**src/qdsc_pkg.sv**
```systemverilog
// shared constants for the quad converter serial control link
package qdsc_pkg;
	localparam int         DATA_W       = 12;
	localparam int         NUM_CH       = 4;
	localparam logic [4:0] FRAME_BITS   = 5'h10;
	localparam logic [4:0] RD_START_CLK = 5'h05;
	localparam int         RW_BIT       = 15;
	localparam int         ADDR_MSB     = 14;
	localparam int         ADDR_LSB     = 12;
	localparam logic [2:0] ADDR_NOP     = 3'h0;
	localparam logic [2:0] ADDR_CH_A    = 3'h1;
	localparam logic [2:0] ADDR_ALL     = 3'h5;
	localparam logic [2:0] ADDR_CTRL    = 3'h7;
	localparam int         THERM_BIT    = 0;
	localparam int         PWR_LSB      = 2;
	localparam int         HIZ_BIT      = 6;
	localparam logic [11:0] CTRL_RESET  = 12'h040;
	localparam logic [11:0] CODE_RESET  = 12'h000;
	// timing, pclk at 100 MHz
	localparam int CLK_PERIOD_NS   = 10;
	localparam int SEL_HIGH_MIN_NS = 20;
	localparam int SEL_GAP_CYC     =
		(SEL_HIGH_MIN_NS + CLK_PERIOD_NS - 1) / CLK_PERIOD_NS;
	localparam int READ_SCLK_MAX_HZ = 9000000;
	localparam int SCLK_HALF_CYC    =
		(1000000000 + 2 * READ_SCLK_MAX_HZ * CLK_PERIOD_NS - 1)
		/ (2 * READ_SCLK_MAX_HZ * CLK_PERIOD_NS);
	// host register map
	localparam logic [7:0] HOST_FRAME_OFS  = 8'h00;
	localparam logic [7:0] HOST_STATUS_OFS = 8'h04;
	localparam logic [7:0] HOST_PINS_OFS   = 8'h08;
	localparam logic [7:0] HOST_RDATA_OFS  = 8'h0C;
	localparam int         ST_BUSY_BIT     = 0;
	localparam int         ST_ALARM_BIT    = 1;
	localparam int         PIN_RANGE_BIT   = 0;
	localparam int         PIN_LOAD_BIT    = 1;
	localparam int         PIN_CLEAR_BIT   = 2;
	localparam logic [2:0] PINS_RESET      = 3'h7;
endpackage : qdsc_pkg

```
**src/qdsc_link_if.sv**
```systemverilog
// serial link between the host controller and the converter
`timescale 1ns/10ps
interface qdsc_link_if;
	logic frame_sel_n;
	logic sclk;
	logic sdi;
	logic sdo;
	logic sdo_oe;
	logic async_clear_n;
	logic output_load_n;
	logic range_sel;
	logic alarm_n;
	wire  sdo_line;
	// released line shows the inverse, so a late sample reads wrong
	assign sdo_line = sdo_oe ? sdo : ~sdo;
	modport dev_mp (
		input  frame_sel_n, sclk, sdi, async_clear_n, output_load_n,
		input  range_sel,
		output sdo, sdo_oe, alarm_n
	);
	modport host_mp (
		output frame_sel_n, sclk, sdi, async_clear_n, output_load_n,
		output range_sel,
		input  sdo_line, alarm_n
	);
endinterface : qdsc_link_if

```
**src/qdsc_sync.sv**
```systemverilog
// two-flop synchroniser, one chain per bit
`timescale 1ns/10ps
module qdsc_sync #(
	parameter int             W    = 1,
	parameter logic [W-1:0]   INIT = '0
) (
	input  wire logic         pclk,
	input  wire logic         presetn,
	input  wire logic [W-1:0] din,
	output logic      [W-1:0] dout
);
	typedef struct packed {
		logic [W-1:0] s1;
		logic [W-1:0] s2;
	} qdsc_sync_t;
	qdsc_sync_t s_r;
	qdsc_sync_t s_nxt;
	genvar g;
	generate
		for (g = 0; g < W; g++) begin : g_bit
			always_comb begin
				s_nxt.s1[g] = din[g];
				s_nxt.s2[g] = s_r.s1[g];
			end
		end
	endgenerate
	always_ff @(posedge pclk or negedge presetn) begin
		if (!presetn) begin
			s_r <= {INIT, INIT};
		end else begin
			s_r <= s_nxt;
		end
	end
	assign dout = s_r.s2;
endmodule : qdsc_sync

```
**src/qdsc_device.sv**
```systemverilog
// converter end: serial frame decoder, registers and load logic
`timescale 1ns/10ps
module qdsc_device
	import qdsc_pkg::*;
(
	input  wire logic        pclk,
	input  wire logic        presetn,
	qdsc_link_if.dev_mp      link,
	input  wire logic        over_temp,
	output logic      [47:0] dac_code,
	output logic      [3:0]  span_30v,
	output logic      [3:0]  chan_power_on,
	output logic             off_output_hiz,
	output logic             thermal_shutdown
);
	typedef struct packed {
		logic                        sclk_d;
		logic                        sel_d;
		logic                        clr_d;
		logic                        ld_d;
		logic [15:0]                 shift;
		logic [4:0]                  cnt;
		logic                        done;
		logic [3:0][DATA_W-1:0]      inp;
		logic [3:0][DATA_W-1:0]      dac;
		logic [3:0]                  span;
		logic [HIZ_BIT:PWR_LSB]      ctrl;
		logic                        therm;
		logic [DATA_W-1:0]           rd;
		logic                        sdo;
		logic                        oe;
	} qdsc_dev_t;

	qdsc_dev_t s_r;
	qdsc_dev_t s_nxt;

	logic [6:0] raw_in;
	logic [6:0] syn_in;
	logic       s_sclk;
	logic       s_sel_n;
	logic       s_sdi;
	logic       s_clr_n;
	logic       s_ld_n;
	logic       s_range;
	logic       s_temp;

	// every pin and the sensor come from outside pclk
	assign raw_in = {over_temp, link.range_sel, link.output_load_n,
		link.async_clear_n, link.sdi, link.frame_sel_n, link.sclk};
	qdsc_sync #(
		.W    (7),
		.INIT (7'h3A)
	) u_sync (
		.pclk    (pclk),
		.presetn (presetn),
		.din     (raw_in),
		.dout    (syn_in)
	);
	assign {s_temp, s_range, s_ld_n, s_clr_n, s_sdi, s_sel_n, s_sclk} =
		syn_in;

	function automatic logic [DATA_W-1:0] read_mux(
		input qdsc_dev_t st,
		input logic [2:0] a
	);
		logic [DATA_W-1:0] v;
		v = '0;
		for (int i = 0; i < NUM_CH; i++) begin
			if (a == 3'(ADDR_CH_A + 3'(i))) begin
				v = st.inp[i];
			end
		end
		if (a == ADDR_CTRL) begin
			v[HIZ_BIT:PWR_LSB] = st.ctrl;
			v[THERM_BIT]       = st.therm;
		end
		return v;
	endfunction : read_mux

	logic              sclk_rise;
	logic              sclk_fall;
	logic              ld_fall;
	logic              clr_fall;
	logic              rw;
	logic [2:0]        addr;
	logic [DATA_W-1:0] wdata;
	logic [DATA_W-1:0] rsrc;

	// edges found only from sampled clock
	assign sclk_rise = s_sclk & ~s_r.sclk_d;
	assign sclk_fall = ~s_sclk & s_r.sclk_d;
	assign ld_fall   = ~s_ld_n & s_r.ld_d;
	assign clr_fall  = ~s_clr_n & s_r.clr_d;
	assign rw    = s_r.shift[RW_BIT];
	assign addr  = s_r.shift[ADDR_MSB:ADDR_LSB];
	assign wdata = s_r.shift[DATA_W-1:0];
	assign rsrc  = read_mux(s_r, s_r.shift[2:0]);

	always_comb begin
		s_nxt        = s_r;
		s_nxt.sclk_d = s_sclk;
		s_nxt.sel_d  = s_sel_n;
		s_nxt.clr_d  = s_clr_n;
		s_nxt.ld_d   = s_ld_n;
		if (s_sel_n) begin
			s_nxt.cnt  = '0;
			s_nxt.done = 1'b0;
			s_nxt.oe   = 1'b0;
		end else if (!s_r.done) begin
			if (sclk_rise) begin
				s_nxt.shift = {s_r.shift[14:0], s_sdi};
				s_nxt.cnt   = s_r.cnt + 5'h01;
				if (s_r.cnt == RD_START_CLK - 5'h01 && s_r.shift[3]) begin
					s_nxt.oe  = 1'b1;
					s_nxt.sdo = rsrc[DATA_W-1];
					s_nxt.rd  = {rsrc[DATA_W-2:0], 1'b0};
				end else if (s_r.oe) begin
					s_nxt.sdo = s_r.rd[DATA_W-1];
					s_nxt.rd  = {s_r.rd[DATA_W-2:0], 1'b0};
				end
			end
			if (sclk_fall && s_r.cnt == FRAME_BITS) begin
				s_nxt.done = 1'b1;
				s_nxt.oe   = 1'b0;
				if (!rw) begin
					for (int i = 0; i < NUM_CH; i++) begin
						if (addr == 3'(ADDR_CH_A + 3'(i)) ||
							addr == ADDR_ALL) begin
							s_nxt.inp[i] = wdata;
							if (!s_ld_n) begin
								s_nxt.dac[i]  = wdata;
								s_nxt.span[i] = s_range;
							end
						end
					end
					if (addr == ADDR_CTRL) begin
						s_nxt.ctrl = wdata[HIZ_BIT:PWR_LSB];
						if (!wdata[THERM_BIT]) begin
							s_nxt.therm = 1'b0;
						end
					end
				end
			end
		end
		if (ld_fall) begin
			for (int i = 0; i < NUM_CH; i++) begin
				s_nxt.dac[i]  = s_nxt.inp[i];
				s_nxt.span[i] = s_range;
			end
		end
		if (clr_fall) begin
			for (int i = 0; i < NUM_CH; i++) begin
				s_nxt.inp[i] = CODE_RESET;
				s_nxt.dac[i] = CODE_RESET;
			end
		end
		// thermal entry sets flag, set wins
		if (s_temp) begin
			s_nxt.therm = 1'b1;
		end
	end

	always_ff @(posedge pclk or negedge presetn) begin
		if (!presetn) begin
			s_r        <= '0;
			s_r.sel_d  <= 1'b1;
			s_r.clr_d  <= 1'b1;
			s_r.ld_d   <= 1'b1;
			s_r.ctrl   <= CTRL_RESET[HIZ_BIT:PWR_LSB];
			s_r.span   <= 4'hF;
			s_r.inp    <= {NUM_CH{CODE_RESET}};
			s_r.dac    <= {NUM_CH{CODE_RESET}};
		end else begin
			s_r <= s_nxt;
		end
	end

	assign dac_code = s_r.dac;
	// per channel span, high is 30 V
	assign span_30v = s_r.span;
	assign chan_power_on    = s_r.ctrl[PWR_LSB+3:PWR_LSB] & {4{~s_r.therm}};
	assign off_output_hiz   = s_r.ctrl[HIZ_BIT];
	assign thermal_shutdown = s_r.therm;
	assign link.alarm_n = ~s_r.therm;
	assign link.sdo     = s_r.sdo;
	assign link.sdo_oe  = s_r.oe;
endmodule : qdsc_device

```
**src/flat_wrapper.sv**
```systemverilog
// flat-port wrapper written by rule: the top's interface ports become plain ports
module qdsc_device_flat import qdsc_pkg::*;
  (pclk, presetn, over_temp, dac_code, span_30v, chan_power_on, off_output_hiz, thermal_shutdown, link_frame_sel_n, link_sclk, link_sdi, link_async_clear_n, link_output_load_n, link_range_sel, link_sdo, link_sdo_oe, link_alarm_n);
  qdsc_link_if link_i ();
  input  wire logic pclk;
  input  wire logic presetn;
  input  wire logic over_temp;
  output logic      [47:0] dac_code;
  output logic      [3:0] span_30v;
  output logic      [3:0] chan_power_on;
  output logic off_output_hiz;
  output logic thermal_shutdown;
  input wire logic [$bits(link_i.frame_sel_n)-1:0] link_frame_sel_n;
  input wire logic [$bits(link_i.sclk)-1:0] link_sclk;
  input wire logic [$bits(link_i.sdi)-1:0] link_sdi;
  input wire logic [$bits(link_i.async_clear_n)-1:0] link_async_clear_n;
  input wire logic [$bits(link_i.output_load_n)-1:0] link_output_load_n;
  input wire logic [$bits(link_i.range_sel)-1:0] link_range_sel;
  output wire logic [$bits(link_i.sdo)-1:0] link_sdo;
  output wire logic [$bits(link_i.sdo_oe)-1:0] link_sdo_oe;
  output wire logic [$bits(link_i.alarm_n)-1:0] link_alarm_n;
  assign link_i.frame_sel_n = link_frame_sel_n;
  assign link_i.sclk = link_sclk;
  assign link_i.sdi = link_sdi;
  assign link_i.async_clear_n = link_async_clear_n;
  assign link_i.output_load_n = link_output_load_n;
  assign link_i.range_sel = link_range_sel;
  assign link_sdo = link_i.sdo;
  assign link_sdo_oe = link_i.sdo_oe;
  assign link_alarm_n = link_i.alarm_n;
  qdsc_device u_core (.pclk(pclk), .presetn(presetn), .link(link_i), .over_temp(over_temp), .dac_code(dac_code), .span_30v(span_30v), .chan_power_on(chan_power_on), .off_output_hiz(off_output_hiz), .thermal_shutdown(thermal_shutdown));
endmodule
```
**config.mk**
```make
export PLATFORM = sky130hd
export DESIGN_NAME = qdsc_device_flat
export DESIGN_NICKNAME = d
export VERILOG_FILES = /design/src/qdsc_pkg.sv /design/src/qdsc_link_if.sv /design/src/qdsc_sync.sv /design/src/qdsc_device.sv /design/src/flat_wrapper.sv
export SDC_FILE = /design/constraint.sdc
export NUM_CORES = 1
export LEC_CHECK = 0
export BUFFER_PORTS_ARGS = -buffer_cell sky130_fd_sc_hd__buf_2
export CAP_MARGIN = 15
export CORE_UTILIZATION = 40
export DETAILED_ROUTE_END_ITERATION = 12
export GPL_TIMING_DRIVEN = 0
export PLACE_DENSITY = 0.63
export SLEW_MARGIN = 5
export SYNTH_ARGS = -nofsm -noshare
export SYNTH_HDL_FRONTEND = slang
export SYNTH_SLANG_ARGS = --single-unit
```
**constraint.sdc**
```tcl
create_clock -name pclk -period 5.5 [get_ports pclk]
set_clock_uncertainty 0.1 [all_clocks]
set_input_delay 1.1 -clock pclk [delete_from_list [all_inputs] [get_ports pclk]]
set_output_delay 1.1 -clock pclk [all_outputs]
set_load 0.005 [all_outputs]
```
Word-level counts from Yosys, hierarchy flattened:

Cells that the tools add are included.

* input bits: 9
* output and inout bits: 61
* register bits: 159

* eq/ne operators: 26
* bitwise operators: 13
* multiplexer cells: 37
* add/subtract/negate cells: 1
* reductions and logical operators: 36

Operator list (count)
* 12-bit 2-to-1 mux: 13
* 126-bit 2-to-1 mux: 1
* 119-bit 2-to-1 mux: 1
* 107-bit 2-to-1 mux: 1
* 106-bit 2-to-1 mux: 1
* 96-bit 2-to-1 mux: 1
* 6-bit AND reduction: 9
* 52-bit 2-to-1 mux: 1
* 13-bit 2-to-1 mux: 2
* 3-bit nonzero test: 7
* 2-bit nonzero test: 9
* 3-bit equality test (second input constant): 5
* 14-bit 2-to-1 mux: 1
* 3-bit by 2-bit equality test with 1-bit output (second input constant): 4
* 6-bit 2-to-1 mux: 2
* 2-bit != test (second input constant): 6
* 1-bit 2-to-1 mux: 11
* 5-bit 2-to-1 mux: 2
* 1-bit NOT: 8
* 3-bit by 1-bit equality test with 1-bit output (second input constant): 2
* 2-bit by 1-bit != test with 1-bit output (second input constant): 3
* 3-bit by 1-bit != test with 1-bit output (second input constant): 2
* 3-bit != test (second input constant): 2
* 3-bit AND reduction: 2
* other kinds (10): 17

Logic depth before layout (Yosys ltp):

Gate-level depths: netlist of the first run.

* depth after elaboration: 13
* depth in mapped cells: 11

Hierarchy:

From an unflattened synthesis of the first run, not the netlist that was laid out.

* cells, all modules: 679
* area, all modules: 7290.7 um^2

By module, submodules not included
* qdsc_device: area an instance 6930.4 um^2, cells each 665, instances 1, seq. area each 3612.2 um^2
* qdsc_sync: area an instance 360.3 um^2, cells each 14, instances 1, seq. area each 360.3 um^2

Worst setup path after synthesis of the first run:

OpenSTA, ideal clock, no wires.

* kind: reg-to-reg
* from: register u_core.s_r[121] (netlist bit)
* to: register u_core.s_r, in the netlist u_core.dac_code[14]
* cell stages (with the launch flop): 10
* library setup time: 0.138 ns
* data required time: 5.262 ns
* arrival time: 2.059 ns
* slack: 3.203 ns
* path buffers: 2
* path through: dfrtp_1 -> inv_1 -> ha_1 -> nor2b_1 -> clkbuf_1 -> nand3_1 -> or4_1 -> buf_2 -> o221ai_1 -> a2111oi_2

* cells in the longest elaborated chain, start to end: 7
* elaborated cells between the ends (all ways): 9
* those cells by class: 1 x eq/ne; 5 x mux; 3 x reduce/logical

Ends and longest elaborated chain
* start, declared: line qdsc_device.sv:34 `qdsc_dev_t s_r;`
* start signal, assigned: line qdsc_device.sv:174 `s_r <= s_nxt;`
* 5-bit equality test (*): line qdsc_device.sv:122 `if (sclk_fall && s_r.cnt == FRAME_BITS) begin`
* 1-bit logical AND (*): line qdsc_device.sv:122
* 107-bit 2-to-1 mux: line qdsc_device.sv:122
* 126-bit 2-to-1 mux: line qdsc_device.sv:109 `end else if (!s_r.done) begin`
* 119-bit 2-to-1 mux: line qdsc_device.sv:105 `if (s_sel_n) begin`
* 52-bit 2-to-1 mux: line qdsc_device.sv:145 `if (ld_fall) begin`
* 96-bit 2-to-1 mux: line qdsc_device.sv:151 `if (clr_fall) begin`

Every way passes the cells marked *; elsewhere a longest branch is shown, timed or not. The select of a mux whose other input is x is not followed.
A chain may end at the register's enable or synchronous reset.

==> impl_metrics.toml, run 1 <==
[floorplan]
core_area_sq_um = 20200
ios = 70
start_util_pct = 40.7
chipHeight_um = 145
die_area_sq_um = 21200
chipWidth_um = 145
rows = 52

[sta]
drv_slew = 0
worstMarginPinSlew_ns = 0.818
rsz0062_at_grt = "false"
fin_crit_ns = 2.90
post-route-period-util_pct = 52.7
maxSlewHeadroom_pct = 45.1
hold_violations = 0
clock.fmax_mhz = 345
holdWs_ns = 0.249
tns_ns = 0
setup_viol = 0

[global_route]
grt_max_degree = 114
grt_pass1_vias = 6806
grt_antenna_before_repair = 0
grt-ovfl-total = 0
grt_pass1_wl_mm = 38.9
track_usage_pct = 24.1

[clocking]
cts_buffers = 17
cts_tree = "built"
htree_levels = 4
clkTransAtPathRegs_ns = 0.06
cts.sinks = 158
ctsHoldBuffers = 0
clockBufferDepth = 2
post-cts-setup-buffers = 0
clockRootBuffer = "clkbuf_16"
cts_resized = 0
clkLatencyLatePin_ns = 0.44

[worst_setup_path]
critPathCaptureType = "flop"
cp_top_family = "simple AND/OR/NAND/NOR gates"
crit_chain = "inv_1 -> ha_1 -> nor2b_1 -> clkbuf_1 -> nand3_1 -> nor3b_1 -> clkbuf_1 -> nand2_1 -> a21oi_1"
critPathKind = "reg -> reg"
crit_slowest_cell = "nor3b_1"
crit_path_max_incr_delay_ns = 0.68
startpoint_type = "flop"
crit_top_cell = "clkbuf_1"
cp_max_fo = 10
critPathRequiredTime_ns = 5.75
cp.arrival_ns = 3.14
crit_buf_inv = 3

[final_layout]
drive_gt1_share_pct = 23.3
stdcell_count = 1242
syn2layout_area_growth_pct = 16.3
final_util_pct = 47.3
diodes = 0
fin_nets = 971

[logic_synthesis]
synth_edf_count = 0
synth_flop_cell = "dfrtp_1"
synth.net_count = 882
syn_inst = 871
async_flop_share_pct = 100
yosysWarnings = 0
syn_area_sq_um = 8230
yosysSeqAreaShare_pct = 48.3
ys_ff_latch = 158
postSynthAreaPerCell_sq_um = 9.45
ys_types = 46

[pwr]
p_per_area_nw_per_um2 = 324
p_leak_uw = 0.00425
peakVddDrop_v = 0.000196

[placement]
dp_cells = 1211
hpwl_mm = 17.4
io_buffers = 69
gp_congestion = 1.06

[detailed_routing]
drt-initial-drc-count = 721
wl_met3_mm = 1.74
avgRoutedWirePerCell_um = 19.9
wl_met1_mm = 10.5
topRoutingLayerUsed = "met4"
vias = 7129
drc = 0
vias_per_cell = 5.74
met2_length_mm = 11.7
routed_wl_mm = 24.7
drtPass1Iterations = 5
drtAntennaViolNets = 0

[min_path]
hp-class = "reg -> reg"

[run_status]
status = "finished clean"

[run]
max_cap_viol_count = 0
metrics by stage:
stage               setup slack, ns  power, uW  area (sq um)
detailed placement             2.66       1850          8950
finish                         2.60       3100          9570
CTS                            2.64       3110          9570
floorplan                      3.20       1630          8230
global route                   2.43       3220          9570
global placement              0.749       1840          8910
registers in the layout (all words and copies together), names as in the netlist, 3 cells and up:
name                 count
u_core.s_r              84
u_core.u_sync.s_nxt      7
u_core.u_sync.dout       7
u_core.dac_code         48
u_core.span_30v          4
u_core.addr              3
worst reg2reg max path, delay by kind of cell, from the launching register on:
kind,cells,cell delay (ns)
buffers and inverters,3,0.73
DFF,1,0.42
adders and majority gates,1,0.16
and+or+nand+nor,4,1.21
AOI/OAI and AO/OA,1,0.18
kinds of logic (layout without fill, tap and decap cells):
| group | count (synthesis) | count (layout) | synth area share (%) |
|---|---|---|---|
| compound gates | 262 | 262 | 21.5 |
| xor+xnor | 5 | 5 | 0.532 |
| fa+ha+maj | 2 | 2 | 0.304 |
| buf+inv | 150 | 251 | 9.58 |
| flops | 158 | 158 | 48.3 |
| mux | 49 | 49 | 6.52 |
| simple gates | 245 | 245 | 13.3 |
final timing paths:
check,cells after the start,endpoint,slack [ns],start
max in group asynchronous,2,u_core.s_r[13],3.93,presetn
min in group asynchronous,1,u_core.dac_code[20],0.45,presetn
worst max-delay path,9,u_core.s_r[118],2.60,u_core.s_r[121]
worst max register to register,9,u_core.s_r[118],2.60,u_core.s_r[121]
worst min-delay path,0,u_core.u_sync.dout[2],0.25,u_core.u_sync.s_nxt[2]
worst min register to register,0,u_core.u_sync.dout[2],0.25,u_core.u_sync.s_nxt[2]
layout make-up:
| cell class | count | area [sq um] |
|---|---|---|
| buffer | 133 | 724 |
| tap | 270 | 338 |
| clock inverter | 11 | 165 |
| fill | 1954 | 10700 |
| multi-input combinational | 563 | 3470 |
| inverter | 17 | 63.8 |
| timing repair buffer | 70 | 383 |
| clock buffer | 20 | 457 |
| sequential | 158 | 3970 |
per-layer routing:
| layer | global-route usage [%] | vias to the layer above |
|---|---|---|
| met5 | 0 | - |
| li1 | - | 3250 |
| met3 | 5.86 | 52 |
| met4 | 10.8 | 0 |
| met1 | 31.6 | 3545 |
| met2 | 37.6 | 282 |
power breakdown:
| group | leakage, uW | total [uW] | internal, uW | switching [uW] |
|---|---|---|---|---|
| Clock | 0.000294 | 1260 | 778 | 486 |
| Sequential | 0.00209 | 1290 | 1230 | 50.8 |
| Combinational | 0.00187 | 553 | 188 | 365 |
cells in the final DEF (no fill, tap or decap), types with 3 or more instances in the layout:
| cell type | count |
|---|---|
| buf_2 | 74 |
| bufinv_16 | 4 |
| nor2b_1 | 9 |
| mux2_2 | 37 |
| nor3_1 | 13 |
| a31oi_1 | 7 |
| o311ai_0 | 12 |
| a2111oi_2 | 9 |
| clkbuf_1 | 67 |
| nand3_1 | 3 |
| dfstp_2 | 15 |
| nor4_1 | 12 |
| dfrtp_1 | 143 |
| mux2i_1 | 12 |
| nand2b_1 | 18 |
| clkinvlp_4 | 4 |
| a21oi_1 | 90 |
| clkinv_2 | 3 |
| buf_4 | 54 |
| nand4_1 | 5 |
| a2111oi_0 | 3 |
| o22ai_1 | 6 |
| buf_1 | 5 |
| a22oi_1 | 29 |
| o21a_1 | 13 |
| inv_1 | 17 |
| a211oi_1 | 22 |
| a221oi_1 | 7 |
| nand2_1 | 93 |
| nor2_1 | 81 |
| xor2_1 | 4 |
| o21ai_0 | 34 |
| o221ai_1 | 25 |
| clkbuf_16 | 17 |
synthesized netlist by cell type, types with 2 or more instances:
| library cell | instances | share of area [%] |
|---|---|---|
| o311ai_0 | 12 | 1.3 |
| clkbuf_1 | 66 | 3.0 |
| nand3_1 | 3 | 0.18 |
| buf_6 | 2 | 0.27 |
| dfrtp_1 | 143 | 43 |
| a211oi_1 | 22 | 2.0 |
| o21a_1 | 13 | 1.2 |
| a31oi_1 | 7 | 0.53 |
| nor3_1 | 13 | 0.79 |
| dfstp_2 | 15 | 4.8 |
| a2111oi_2 | 9 | 1.6 |
| mux2_2 | 37 | 5.1 |
| a221oi_1 | 7 | 0.74 |
| a22oi_1 | 29 | 2.6 |
| nor3_2 | 2 | 0.24 |
| a21oi_1 | 90 | 5.5 |
| o221ai_1 | 25 | 2.7 |
| o22ai_1 | 6 | 0.46 |
| buf_1 | 5 | 0.23 |
| buf_4 | 54 | 4.9 |
| nor4_1 | 12 | 0.91 |
| buf_2 | 6 | 0.36 |
| mux2i_1 | 12 | 1.5 |
| and3_1 | 2 | 0.15 |
| ha_1 | 2 | 0.30 |
| a2111oi_0 | 3 | 0.32 |
| nor2b_1 | 9 | 0.68 |
| o21ai_0 | 34 | 2.1 |
| nand2b_1 | 18 | 1.4 |
| inv_1 | 17 | 0.78 |
| xor2_1 | 4 | 0.43 |
| nor3b_1 | 2 | 0.18 |
| nand2_1 | 93 | 4.2 |
| nor2_1 | 81 | 3.7 |
| nand4_1 | 5 | 0.38 |
No activity file was read; power rests on OpenSTA's default activity.
==> run 2: changes to the inputs <==
--- a/config.mk
+++ b/config.mk
@@ -5,12 +5,13 @@
 export SDC_FILE = /design/constraint.sdc
 export NUM_CORES = 1
 export LEC_CHECK = 0
+export ABC_AREA = 1
 export BUFFER_PORTS_ARGS = -buffer_cell sky130_fd_sc_hd__buf_2
 export CAP_MARGIN = 15
 export CORE_UTILIZATION = 40
 export DETAILED_ROUTE_END_ITERATION = 12
 export GPL_TIMING_DRIVEN = 0
-export PLACE_DENSITY = 0.63
+export PLACE_DENSITY = 0.65
 export SLEW_MARGIN = 5
 export SYNTH_ARGS = -nofsm -noshare
 export SYNTH_HDL_FRONTEND = slang
==> constraint.sdc (replaced) <==
create_clock -name pclk -period 2.6 [get_ports pclk]
set_clock_uncertainty 0.1 [all_clocks]
set_input_delay 0.52 -clock pclk [delete_from_list [all_inputs] [get_ports pclk]]
set_output_delay 0.52 -clock pclk [all_outputs]
set_load 0.005 [all_outputs]
==> run 2 against run 1 <==
Effect of this change:
- register-to-register slack got worse by 2.4 ns
- synthesized area decreased by 2.4%
- non-clock buffer count down 30
- fmax grew 19%
- via count down 0.69%
- design area down 2.3%
- first-iteration DRC count fell by 9.6%
- worst setup slack got worse by 2.4 ns
- sequential share of layout area increased by 0.98 points
==> impl_metrics.toml, run 2 <==
[detailed_routing]
drtAntennaViolNets = 0
drtPass1Iterations = 6
drt-initial-drc-count = 652
routed_wl_mm = 22.8
vias = 7080
drc = 0
vias_per_cell = 4.99
avgRoutedWirePerCell_um = 16.1

[worst_setup_path]
r2r.worst_path.cells = 11
r2r_slack_ns = 0.16
critPathRequiredTime_ns = 2.87
crit_path_max_incr_delay_ns = 0.38
crit_chain = "inv_1 -> ha_1 -> nand3_1 -> nor2_4 -> nand2_1 -> nand2_1 -> buf_2 -> o21ai_1 -> a21oi_1 -> nand2_1 -> nand2_1"
critPathKind = "reg -> reg"
cp_top_family = "simple AND/OR/NAND/NOR gates"
timing.rr.end = "u_core.dac_code[17]"
crit_top_cell = "nand2_1"
crit_slowest_cell = "dfrtp_1"
crit_buf_inv = 2
cp.arrival_ns = 2.71
startpoint_type = "flop"
cp_max_fo = 10
r2r-start = "u_core.s_r[121]"
critPathCaptureType = "flop"

[placement]
hpwl_mm = 16.9
io_buffers = 69
dp_cells = 1387
placed_area_sq_um = 8750
gp_congestion = 1.00
pre_cts_ws_ns = 0.214

[logic_synthesis]
ys_ff_latch = 158
ys_types = 27
synth.net_count = 1063
synth_edf_count = 0
postSynthAreaPerCell_sq_um = 7.64
yosysMostFrequentCell = "nand2_1"
synth_flop_cell = "dfrtp_1"
synth_top_area_share_pct = 44.5
synth_top_cell_by_area = "dfrtp_1"
synth_area_leaders = "dfrtp_1 45%, nand2_1 15%, inv_1 6.5%"
yosysWarnings = 0
yosysSeqAreaShare_pct = 49.5
async_flop_share_pct = 100
syn_area_sq_um = 8030
synth_commonest_cells = "326 x nand2_1, 143 x dfrtp_1, 140 x inv_1"
syn_inst = 1052

[final_layout]
syn2layout_area_growth_pct = 16.4
fillers = 1965
stdcell_count = 1420
drive_gt1_share_pct = 17.2
mostFrequentLayoutCell = "nand2_1"
final_cell_mix = "326 x nand2_1, 143 x dfrtp_1, 140 x inv_1"
diodes = 0
max_flop_register = "u_core.s_r"
final_design_area_no_fill_sq_um = 9350
largest_reg_flops = 84
fin_nets = 1153

[sta]
maxSlewHeadroom_pct = 42.2
tns_ns = 0
worstMarginPinSlew_ns = 0.858
post-route-period-util_pct = 93.8
fin_ws_ns = 0.162
hold_violations = 0
setup_viol = 0
rsz0062_at_grt = "false"
fin_crit_ns = 2.44
clock.fmax_mhz = 410
drv_slew = 0

[global_route]
grt_antenna_before_repair = 0
grt-ovfl-total = 0
track_usage_pct = 23.5
grt_max_degree = 91
grt_pass1_wl_mm = 35.4
grt_pass1_vias = 6363

[floorplan]
ios = 70
rows = 51
core_area_sq_um = 19600
chipWidth_um = 144
start_util_pct = 41.0
chipHeight_um = 144
die_area_sq_um = 20700

[min_path]
hp-class = "in -> reg"
hp-start = "link_range_sel"
hold_end = "u_core.u_sync.s_nxt[5]"
min_path_cells = 1

[pwr]
p_leak_uw = 0.00525
peakVddDrop_v = 0.000477
finalPower_uw = 5760
p_per_area_nw_per_um2 = 616

[clocking]
post-cts-setup-buffers = 0
clockRootBuffer = "clkbuf_16"
clkLatencyLatePin_ns = 0.43
clockBufferDepth = 2
cts_buffers = 17
clkTransAtPathRegs_ns = 0.06
htree_levels = 4
cts_tree = "built"
cts.sinks = 158

[run_status]
status = "finished clean"

[run]
max_cap_viol_count = 0
-- run 2: per-layer routing --
layer  vias up  global-route usage [%]  part of all wire [%]
met5         -                       0                     0
met4         0                    10.6                   3.4
met3        46                    6.73                   8.9
met2       314                    32.8                    42
met1      3254                    33.5                    46
li1       3466                       -                     -
-- run 2: report_power, final --
group	total, uW	internal [uW]	switching [uW]
logic	628	195	433
clock network	2490	1470	1020
registers	2640	2570	74.6
-- run 2: logic make-up (layout without fill, tap and decap cells) --
| kind of cell | count (synthesis) | count (layout) | share of synthesized area, % |
|---|---|---|---|
| AOI/OAI and AO/OA | 125 | 125 | 8.24 |
| xor gates and xnor gates | 1 | 1 | 0.109 |
| adders and majority gates | 2 | 2 | 0.311 |
| buffers and inverters | 245 | 348 | 14.3 |
| DFF | 158 | 158 | 49.5 |
| and+or+nand+nor | 521 | 521 | 27.6 |
-- run 2: layout make-up --
type                       count  area (sq um)  area share [%]
clock buffer                  20           457            4.88
multi-input combinational    649          2920            31.2
sequential                   158          3970            42.5
tap                          265           332            3.54
buffer                       102           608            6.50
clock inverter                12           136            1.46
timing repair buffer          71           393            4.20
inverter                     143           537            5.74
-- run 2: worst max path at each step --
| stage | startpoint | end | slack (ns) | cells past startpoint |
|---|---|---|---|---|
| after global routing | u_core.s_r[121] | u_core.dac_code[16] | 0.05 | 11 |
| final | u_core.s_r[121] | u_core.dac_code[17] | 0.16 | 11 |
| after floorplan | u_core.s_r[121] | u_core.dac_code[37] | 0.75 | 11 |
| after detailed placement | u_core.s_r[143] | u_core.dac_code[37] | 0.21 | 7 |
| after global placement | presetn | u_core.dac_code[40] | -1.53 | 1 |
| after CTS | u_core.s_r[143] | u_core.dac_code[37] | 0.20 | 7 |
-- run 2: timing repair --
| item | 4_1_cts | 5_1_grt |
|---|---|---|
| endpoints found under the setup margin | 0 | 1 |
| endpoints found under the hold margin | 65 | 0 |
| hold buffers | 1 | 0 |
| gates resized for setup | 0 | 1 |
-- run 2: stage by stage --
stage | hold slack, ns | utilization [%]
after floorplan | 0.124 | -
after global placement | 0.234 | 44.5
after detailed placement | 0.235 | 44.7
after CTS | 0.0743 | 47.7
after global routing | 0.0726 | 47.7
final | 0.0837 | 47.7
-- run 2: worst register-to-register path: cells and delay by family (launching register included) --
kind / cells / cell delay, ns
compound gates: 2 / 0.61
fa+ha+maj: 1 / 0.19
buf+inv: 2 / 0.33
flops: 1 / 0.38
simple gates: 6 / 0.76
